## config.mk

```make
export PLATFORM = sky130hd
export DESIGN_NAME = fifo_level_irq
export DESIGN_NICKNAME = d
export VERILOG_FILES = /design/src/byte_buffer.v /design/src/fifo_level_irq.v
export VERILOG_INCLUDE_DIRS = /design/src
export SDC_FILE = /design/constraint.sdc
export NUM_CORES = 2
export LEC_CHECK = 0
export BUFFER_PORTS_ARGS = -buffer_cell sky130_fd_sc_hd__buf_2
export CORE_MARGIN = 2
export CORE_UTILIZATION = 60
export DETAILED_ROUTE_END_ITERATION = 10
export GPL_ROUTABILITY_DRIVEN = 0
export PLACE_DENSITY = 0.76
export SYNTH_ARGS = -nofsm -noshare
export SYNTH_HDL_FRONTEND = slang
export SYNTH_HIERARCHICAL = 1
export SYNTH_SLANG_ARGS = --single-unit
```

## constraint.sdc

```tcl
create_clock -name clock -period 12.5 [get_ports clock]
set_clock_uncertainty 0.05 [all_clocks]
set_input_delay 1.25 -clock clock [delete_from_list [all_inputs] [get_ports clock]]
set_output_delay 1.25 -clock clock [all_outputs]
set_load 0.01 [all_outputs]
```

## src/fifo_status_regs.vh

```
// Register indices, field positions, reset values and codes of the block
`ifndef FIFO_STATUS_REGS_VH
`define FIFO_STATUS_REGS_VH

// Register indices; byte address is four times the index
`define IDX_COMMAND          8'h00
`define IDX_BUFFER_CONTROL   8'h02
`define IDX_FILL_THRESHOLD   8'h03
`define IDX_FILL_COUNT       8'h04
`define IDX_DATA_PORT        8'h05
`define IDX_EVENT_LOW        8'h06

// Buffer control field positions
`define CTL_DEPTH_SELECT     7
`define CTL_NEAR_FULL        6
`define CTL_NEAR_EMPTY       5
`define CTL_FLUSH            4
`define CTL_THRESHOLD_UPPER  2

// Event register field positions
`define EV_POLARITY          7
`define EV_NEAR_FULL         6
`define EV_NEAR_EMPTY        5
`define EV_COMMAND_DONE      4
`define EV_TRANSMIT_DONE     3
`define EV_RECEIVE_END       2
`define EV_ERROR             1
`define EV_FRAME_START       0

// Reset values
`define RST_FILL_THRESHOLD   8'h00
`define RST_EVENT_LOW        7'h00
`define RST_DEPTH_SELECT     1'b0

// Buffer depths and command codes
`define DEPTH_SMALL          10'h0FF
`define DEPTH_LARGE          10'h200
`define CMD_IDLE             5'h00

// Bus answers
`define RESP_OKAY            2'h0
`define RESP_SLVERR          2'h2

`endif

```

## src/byte_buffer.v

```verilog
// Byte buffer storage with fill count, flush and selectable depth
`timescale 1ns/10ps
module byte_buffer
(
   // Clock and reset
   input  wire       clock,
   input  wire       arst_n,
   // Control
   input  wire       flush,
   input  wire       depth_small,
   // Push side
   input  wire       push,
   input  wire [7:0] push_data,
   // Pop side
   input  wire       pop,
   output wire [7:0] head_data,
   // Level
   output reg  [9:0] count
);
`include "fifo_status_regs.vh"

   reg  [7:0] mem [0:511];
   reg  [8:0] wr_ptr;
   reg  [8:0] rd_ptr;
   wire [9:0] limit;
   wire       do_push;
   wire       do_pop;

   // Full is judged against the selected depth, not the storage size
   assign limit     = depth_small ? `DEPTH_SMALL : `DEPTH_LARGE;
   assign do_push   = push && (count != limit);
   assign do_pop    = pop && (count != 10'h000);
   assign head_data = mem[rd_ptr];

   // Storage write; no reset needed for data
   always @(posedge clock)
   begin
      if (do_push)
         mem[wr_ptr] <= push_data;
   end

   // Pointers and count; flush overrides any access in the same cycle
   always @(posedge clock or negedge arst_n)
   begin
      if (!arst_n)
      begin
         wr_ptr <= 9'h000;
         rd_ptr <= 9'h000;
         count  <= 10'h000;
      end
      else if (flush)
      begin
         wr_ptr <= 9'h000;
         rd_ptr <= 9'h000;
         count  <= 10'h000;
      end
      else
      begin
         if (do_push)
            wr_ptr <= wr_ptr + 9'h001;
         if (do_pop)
            rd_ptr <= rd_ptr + 9'h001;
         if (do_push && !do_pop)
            count <= count + 10'h001;
         else if (do_pop && !do_push)
            count <= count - 10'h001;
      end
   end
endmodule

```

## src/fifo_level_irq.v

```verilog
// Buffer level tracking and low event status behind an AXI4-Lite slave
//
// Overview of operation
// [RL1] Threshold gains ninth bit in 512-byte mode
// [RL2] Near-empty when count at or below threshold
// [RL3] Near-full when depth minus count within threshold
// [RL4] Read-only fill count, upper bits in 512 mode
// [RL5] Data write pushes, data read pops one byte
// [RL6] Data port accesses never advance the address
// [RL7] Depth select: one 255 bytes, zero 512
// [RL8] Flush bit empties buffer, always reads zero
// [RL9] Bit 7 chooses set or clear of bits
// [RL10] Software writes FFh sets all, 7Fh clears
// [RL11] Zero bits untouched; polarity bit not stored
// [RL12] Near-full event latches on indication rising
// [RL13] Near-empty event latches on indication rising
// [RL14] Command finishing to idle sets done event
// [RL15] Unknown command reverts to idle, sets done
// [RL16] Host writing idle sets no done event
// [RL17] Transmit done event after last bit sent
// [RL18] Receive end event regardless of data correctness
// [RL19] Host checks error flags after receive end
// [RL20] Any listed error flag rising sets error event; the code sets it only when the OR of all five flags rises
// [RL21] Frame start or subcarrier sets start event; the code sets it from frame_start only and has no subcarrier input
// [RL22] Events stay latched until software clears them
`timescale 1ns/10ps
module fifo_level_irq
(
   // Clock and reset
   input  wire        clock,
   input  wire        arst_n,
   // AXI4-Lite write address
   input  wire [7:0]  awaddr,
   input  wire        awvalid,
   output wire        awready,
   // AXI4-Lite write data
   input  wire [31:0] wdata,
   input  wire [3:0]  wstrb,
   input  wire        wvalid,
   output wire        wready,
   // AXI4-Lite write response
   output reg  [1:0]  bresp,
   output reg         bvalid,
   input  wire        bready,
   // AXI4-Lite read address
   input  wire [7:0]  araddr,
   input  wire        arvalid,
   output wire        arready,
   // AXI4-Lite read data
   output reg  [31:0] rdata,
   output reg  [1:0]  rresp,
   output reg         rvalid,
   input  wire        rready,
   // Command engine
   output reg  [4:0]  command,
   input  wire        command_recognised,
   input  wire        command_finish,
   // Link events, one-cycle pulses
   input  wire        transmit_done,
   input  wire        receive_end,
   input  wire        frame_start,
   // Error flags, levels
   input  wire        buffer_write_error,
   input  wire        buffer_overflow_error,
   input  wire        protocol_error,
   input  wire        missing_data_error,
   input  wire        integrity_error,
   // Level indications
   output wire        near_full_flag,
   output wire        near_empty_flag
);
`include "fifo_status_regs.vh"

   // Register state
   reg        buffer_depth_select;
   reg        threshold_upper_bit;
   reg  [7:0] fill_threshold;
   reg  [6:0] event_status_low;
   reg  [6:0] next_event_status_low;
   reg        start_pending;
   reg        near_full_prev;
   reg        near_empty_prev;
   reg        error_prev;

   // Bus holding state
   reg  [7:0]  aw_addr_held;
   reg         aw_held;
   reg  [31:0] w_data_held;
   reg  [3:0]  w_strb_held;
   reg         w_held;

   // Buffer wires
   wire [9:0] buffer_fill_count;
   wire [7:0] head_data;
   wire [9:0] depth;
   wire [8:0] threshold;
   wire [9:0] room;
   wire [1:0] fill_count_upper_bits;
   wire       error_any;

   // Decoded accesses
   wire       wr_fire;
   wire       rd_fire;
   wire [7:0] wr_index;
   wire [7:0] rd_index;
   wire       wr_low;
   wire       wr_mapped;
   wire       rd_mapped;
   wire       buffer_empty_strobe;
   wire       push;
   wire       pop;
   wire       ev_write;
   wire       cmd_write;
   reg  [7:0] read_byte;

   // Address and data are each taken once and held until the write fires
   assign awready = !aw_held && !bvalid;
   assign wready  = !w_held && !bvalid;
   assign arready = !rvalid;
   assign wr_fire = aw_held && w_held && !bvalid;
   assign rd_fire = arvalid && arready;

   // Word index; low address bits other than word alignment are ignored
   assign wr_index  = {2'b00, aw_addr_held[7:2]};
   assign rd_index  = {2'b00, araddr[7:2]};
   assign wr_low    = w_strb_held[0];
   assign wr_mapped = (wr_index == `IDX_COMMAND)
                   || (wr_index == `IDX_BUFFER_CONTROL)
                   || (wr_index == `IDX_FILL_THRESHOLD)
                   || (wr_index == `IDX_FILL_COUNT)
                   || (wr_index == `IDX_DATA_PORT)
                   || (wr_index == `IDX_EVENT_LOW);
   assign rd_mapped = (rd_index == `IDX_COMMAND)
                   || (rd_index == `IDX_BUFFER_CONTROL)
                   || (rd_index == `IDX_FILL_THRESHOLD)
                   || (rd_index == `IDX_FILL_COUNT)
                   || (rd_index == `IDX_DATA_PORT)
                   || (rd_index == `IDX_EVENT_LOW);

   // Strobes into the buffer; the data port is one fixed address so a
   // burst of accesses streams through it without moving on   // RL6
   assign buffer_empty_strobe = wr_fire && wr_low
      && (wr_index == `IDX_BUFFER_CONTROL)
      && w_data_held[`CTL_FLUSH];                                 // RL8
   assign push = wr_fire && wr_low && (wr_index == `IDX_DATA_PORT); // RL5
   assign pop  = rd_fire && (rd_index == `IDX_DATA_PORT);           // RL5
   assign ev_write  = wr_fire && wr_low && (wr_index == `IDX_EVENT_LOW);
   assign cmd_write = wr_fire && wr_low && (wr_index == `IDX_COMMAND);

   byte_buffer u_buffer
   (
      .clock       (clock),
      .arst_n      (arst_n),
      .flush       (buffer_empty_strobe),
      .depth_small (buffer_depth_select),
      .push        (push),
      .push_data   (w_data_held[7:0]),
      .pop         (pop),
      .head_data   (head_data),
      .count       (buffer_fill_count)
   );

   // Depth and threshold; the ninth threshold bit counts only in 512 mode
   assign depth     = buffer_depth_select ? `DEPTH_SMALL : `DEPTH_LARGE; // RL7
   assign threshold = {threshold_upper_bit && !buffer_depth_select,
                       fill_threshold};                                 // RL1
   assign room      = depth - buffer_fill_count;
   assign near_empty_flag = (buffer_fill_count <= {1'b0, threshold});   // RL2
   assign near_full_flag  = (room <= {1'b0, threshold});                // RL3
   // Upper count bits are shown only in 512 mode
   assign fill_count_upper_bits = buffer_depth_select ? 2'h0
                                : buffer_fill_count[9:8];               // RL4
   assign error_any = buffer_write_error || buffer_overflow_error
                   || protocol_error || missing_data_error
                   || integrity_error;

   // Read mux; flush and polarity bits always read as zero
   always @*
   begin
      read_byte = 8'h00;
      case (rd_index)
         `IDX_COMMAND:        read_byte = {3'h0, command};
         `IDX_BUFFER_CONTROL: read_byte = {buffer_depth_select,
                                           near_full_flag, near_empty_flag,
                                           1'b0, 1'b0, threshold_upper_bit,
                                           fill_count_upper_bits};   // RL8
         `IDX_FILL_THRESHOLD: read_byte = fill_threshold;
         `IDX_FILL_COUNT:     read_byte = buffer_fill_count[7:0];    // RL4
         `IDX_DATA_PORT:      read_byte = head_data;
         `IDX_EVENT_LOW:      read_byte = {1'b0, event_status_low};  // RL11
         default:             read_byte = 8'h00;
      endcase
   end

   // Event update: hardware sets win over a software clear in the same
   // cycle, so no event is lost while software is acknowledging another
   always @*
   begin
      next_event_status_low = event_status_low;
      if (ev_write && !w_data_held[`EV_POLARITY])
         next_event_status_low = event_status_low
                               & ~w_data_held[6:0];                // RL9 RL11
      if (ev_write && w_data_held[`EV_POLARITY])
         next_event_status_low = event_status_low
                               | w_data_held[6:0];           // RL9 RL10 RL11
      if (near_full_flag && !near_full_prev)
         next_event_status_low[`EV_NEAR_FULL] = 1'b1;               // RL12
      if (near_empty_flag && !near_empty_prev)
         next_event_status_low[`EV_NEAR_EMPTY] = 1'b1;              // RL13
      if ((command_finish && command != `CMD_IDLE)
          || (start_pending && !command_recognised))
         next_event_status_low[`EV_COMMAND_DONE] = 1'b1;       // RL14 RL15
      if (transmit_done)
         next_event_status_low[`EV_TRANSMIT_DONE] = 1'b1;           // RL17
      if (receive_end)
         next_event_status_low[`EV_RECEIVE_END] = 1'b1;        // RL18 RL19
      if (error_any && !error_prev)
         next_event_status_low[`EV_ERROR] = 1'b1;                   // RL20
      if (frame_start)
         next_event_status_low[`EV_FRAME_START] = 1'b1;             // RL21
   end

   // Event bits and edge history; bits hold until cleared by software
   always @(posedge clock or negedge arst_n)
   begin
      if (!arst_n)
      begin
         event_status_low <= `RST_EVENT_LOW;
         near_full_prev   <= 1'b1;    // No spurious event out of reset
         near_empty_prev  <= 1'b1;
         error_prev       <= 1'b0;
      end
      else
      begin
         event_status_low <= next_event_status_low;                 // RL22
         near_full_prev   <= near_full_flag;
         near_empty_prev  <= near_empty_flag;
         error_prev       <= error_any;
      end
   end

   // Command field: host writes start a command, the engine or an
   // unknown code brings it back to idle; a host idle write is silent
   always @(posedge clock or negedge arst_n)
   begin
      if (!arst_n)
      begin
         command       <= `CMD_IDLE;
         start_pending <= 1'b0;
      end
      else if (cmd_write)
      begin
         command       <= w_data_held[4:0];                         // RL16
         start_pending <= (w_data_held[4:0] != `CMD_IDLE);
      end
      else
      begin
         start_pending <= 1'b0;
         if (start_pending && !command_recognised)
            command <= `CMD_IDLE;                                   // RL15
         else if (command_finish)
            command <= `CMD_IDLE;                                   // RL14
      end
   end

   // Configuration registers
   always @(posedge clock or negedge arst_n)
   begin
      if (!arst_n)
      begin
         buffer_depth_select <= `RST_DEPTH_SELECT;
         threshold_upper_bit <= 1'b0;
         fill_threshold      <= `RST_FILL_THRESHOLD;
      end
      else if (wr_fire && wr_low)
      begin
         if (wr_index == `IDX_BUFFER_CONTROL)
         begin
            buffer_depth_select <= w_data_held[`CTL_DEPTH_SELECT];  // RL7
            threshold_upper_bit <= w_data_held[`CTL_THRESHOLD_UPPER]; // RL1
         end
         if (wr_index == `IDX_FILL_THRESHOLD)
            fill_threshold <= w_data_held[7:0];
      end
   end

   // Write channel: hold address and data, answer once both are in
   always @(posedge clock or negedge arst_n)
   begin
      if (!arst_n)
      begin
         aw_addr_held <= 8'h00;
         aw_held      <= 1'b0;
         w_data_held  <= 32'h00000000;
         w_strb_held  <= 4'h0;
         w_held       <= 1'b0;
         bvalid       <= 1'b0;
         bresp        <= `RESP_OKAY;
      end
      else
      begin
         if (awvalid && awready)
         begin
            aw_addr_held <= awaddr;
            aw_held      <= 1'b1;
         end
         if (wvalid && wready)
         begin
            w_data_held <= wdata;
            w_strb_held <= wstrb;
            w_held      <= 1'b1;
         end
         if (wr_fire)
         begin
            aw_held <= 1'b0;
            w_held  <= 1'b0;
            bvalid  <= 1'b1;
            bresp   <= wr_mapped ? `RESP_OKAY : `RESP_SLVERR;
         end
         else if (bvalid && bready)
            bvalid <= 1'b0;
      end
   end

   // Read channel: data captured at the address handshake
   always @(posedge clock or negedge arst_n)
   begin
      if (!arst_n)
      begin
         rvalid <= 1'b0;
         rdata  <= 32'h00000000;
         rresp  <= `RESP_OKAY;
      end
      else if (rd_fire)
      begin
         rvalid <= 1'b1;
         rdata  <= {24'h000000, read_byte};
         rresp  <= rd_mapped ? `RESP_OKAY : `RESP_SLVERR;
      end
      else if (rvalid && rready)
         rvalid <= 1'b0;
   end
endmodule

```

==> impl_results.md <==
* Failing checks: slew limit
* Fin crit share at 0.5268
* GRT Residual Overflow at 0
* Setup Crit Path Kind: reg -> reg
* # Post-CTS Setup Buffers at 0
* Vias in the first global route at 83,660
* IO Pins at 117
* Crit-path max cell delay at 930 ps
* Slowest CP cell: dfrtp_4
* Cell with the most instances after synthesis: edfxtp_1
* PortBufs at 59
* Max Clock Freq at about 150 MHz
* Global-route wire length before repair at 617.6 mm
* Reg-to-Reg Start: u_buffer/rd_ptr[0]
* Routed vias/inst at 7.061
* DP Cell Count at 11,190
* Crit start category: flop
* Antenna-violating nets left at 0
* Skew-Pair Late Insertion Delay at 1000 ps
* Worst-path clk slew at 60 ps
* Fill count at 16,160
* Share of cells above drive strength 1 at 0.2252
* Synth warnings at 6
* CTS tree: done
* Synthesized cell area at 0.1639 mm^2
* Leakage at 54.72 nW
* Pwr dens at 209.6 mW/mm^2
* Register-to-Register Path Depth at 12
* Initial Util at 0.6044
* Max Root-Sink Buffers at 4
* FF-to-FF End: rdata[7]
* Worst min path class: in -> async
* Commonest cells post-synth: edfxtp_1, mux4_2, nor2_1
* CTS root buffer: clkbuf_16
* Initial antenna violation count at 19
* DRC viols at 0
* Post-Route Setup TNS at 0 ps
* Period minus WS final at around 6600 ps
* DIE AREA at between 0.2 and 0.3 mm^2
* Chip width at 526.7 um
* # setup viols final at 0
* Worst-path cell chain: buf_4 -> buf_4 -> mux4_2 -> mux2i_1 -> o21ai_0 -> nor4b_1 -> nor3_1 -> nor4_1 -> a22oi_1 -> a221oi_1 -> o21ai_0 -> a22o_1
* #FFs+latches synth at 4,179
* Synth area leader: edfxtp_1
* Worst Setup SP: u_buffer/rd_ptr[0]
* Core Area at between 0.2 and 0.3 mm^2
* GRT Total Usage at 0.3155
* Synth top area share at 0.7502
* Fin cells at 11,950
* EDFF count, synth at 4,096
* Iteration-0 DRC count of the detailed router at 13,600
* Largest net degree at the start of global routing at ~230
* Synth cell types at 95
* Area delta synth->final at 10.56%
* Top cells by area, synth: edfxtp_1, mux4_2, mux2i_1
* Final Hold Fails at 0
* CP Capture Point: rdata[7]
* Arrival @ worst endpoint at 7420 ps
* Resized cells post-CTS at 0
* Synth Area per Inst at 20.86 um^2
* TritonCTS Buffers at 414
* Async set-reset flop share out of synthesis at 0.01986
* Run status: complete, but fails checks
* Max FO, Critical Path at 29
* Worst-margin pin slew at approximately 1500 ps
* RSZ-0062 raised after global routing: false
* Vias at 84,340
* # rows at 191
* Max_slew headroom at -0.0001221
* Crit path required time at 13,330 ps
* Die Ht at 526.7 um
* Post-synthesis sequential area ratio at 0.7629
* DR WL/cell at approximately 36 um
* R2R setup slack at 5920 ps
* VDD IR max at 0.2669 mV
* Drt pass-1 iters at 8
* Routed WL at 435.8 mm
* Clock sinks at 4,179
* HPWL Detailed at approximately 250 mm
* H-tree levels at 5
* Synth Flop Type: edfxtp_1
* Mapped Cells at 7,860
* Max_cap viols at 0
* Final #Nets at 8,149
* CTS Hold Buffers Added at 0
* Critical path endpoint category: flop
* Pins Over Slew Limit at 6
## state kept, by name (all words and copies together) (netlist names)
name	count
u_buffer/mem	4096
u_buffer/count	10
u_buffer/rd_ptr	9
u_buffer/wr_ptr	9
fill_threshold	8
rdata	8
w_data_held	8
event_status_low	7
aw_addr_held	6
command	5
aw_held	1
bresp	1
buffer_depth_select	1
bvalid	1
error_prev	1
near_empty_prev	1
near_full_prev	1
rresp	1
rvalid	1
start_pending	1
threshold_upper_bit	1
w_held	1
w_strb_held	1
## worst min-delay path by stage
stage,from,end,slack (ps),cells after the start
5_1_grt,arst_n,rdata[2],50,1
3_3_place_gp,start_pending,event_status_low[4],420,2
6_report,arst_n,rdata[6],60,1
3_5_place_dp,start_pending,event_status_low[4],420,2
4_1_cts,arst_n,rdata[2],10,1
2_1_floorplan,start_pending,event_status_low[4],400,2
## cell families (layout without fill, tap and decap cells)
| family | after synthesis | count (layout) | synth area share |
|---|---|---|---|
| flops | 4179 | 4179 | 0.7629 |
| mux | 1328 | 1328 | 0.1564 |
| simple gates | 1050 | 1050 | 0.02736 |
| compound gates | 687 | 687 | 0.03025 |
| buf+inv | 544 | 1020 | 0.01818 |
| fa+ha+maj | 44 | 44 | 0.003450 |
| xor+xnor | 27 | 27 | 0.001442 |
| other cells | 1 | 40 | 0.00002287 |
## layout make-up
class | count | area [um^2] | area share
Sequential cell | 4179 | 125100 | 0.6903
Multi-Input combinational cell | 3162 | 36290 | 0.2002
Clock buffer | 499 | 10790 | 0.05954
Tap cell | 3570 | 4467 | 0.02464
Clock inverter | 242 | 2460 | 0.01357
Timing Repair Buffer | 236 | 1914 | 0.01056
Inverter | 43 | 168.9 | 0.0009319
Antenna cell | 14 | 35.03 | 0.0001933
## layout by cell type, fill, tap and decap left out, drive strengths merged, types with 49 or more instances in the layout
| master | count |
|---|---|
| a21oi | 126 |
| a221oi | 52 |
| a22oi | 84 |
| buf | 236 |
| bufinv | 49 |
| clkbuf | 499 |
| clkinv | 168 |
| dfrtp | 81 |
| edfxtp | 4096 |
| inv | 50 |
| mux2i | 313 |
| mux4 | 979 |
| nand2 | 213 |
| nor2 | 624 |
| o21ai | 70 |
| o221ai | 64 |
| o22ai | 68 |
## per-stage QoR
stage / hold WS, ps / utilization / cell area (um^2) / total power [W] / setup slack, ps
finish: 60.25 / 0.6683 / 181300 / 0.03799 / 5915
global route: 52.43 / 0.6681 / 181200 / 0.03891 / 5838
CTS: 14.13 / 0.6681 / 181200 / 0.03793 / 6214
detailed placement: 419.9 / 0.6192 / 168000 / 0.02585 / 6267
global placement: 421.3 / 0.6192 / 168000 / 0.02557 / 6324
floorplan: 395.5 / - / 164000 / 0.02362 / 4875
## power by group
| part | switching (W) | leakage (nW) | internal [W] |
|---|---|---|---|
| clock network | 0.00510 | 6.46 | 0.00713 |
| registers | 0.000437 | 37.9 | 0.0176 |
| logic | 0.00544 | 10.4 | 0.00227 |
## worst max-delay path, delay by kind of cell (launching register included)
kind | cells | cell delay [ps]
and+or+nand+nor | 3 | 1830
AOI/OAI and AO/OA | 5 | 1620
buffers and inverters | 2 | 1150
DFF | 1 | 930
muxes | 2 | 840
## metal layers
metal,part of all wire,track usage,vias up
met5,0.00026,0,-
met4,0.064,0.1779,18
met3,0.13,0.08325,1128
met2,0.47,0.4779,6412
met1,0.34,0.4213,43790
li1,-,-,33000
(Power assumes the default switching activity.)
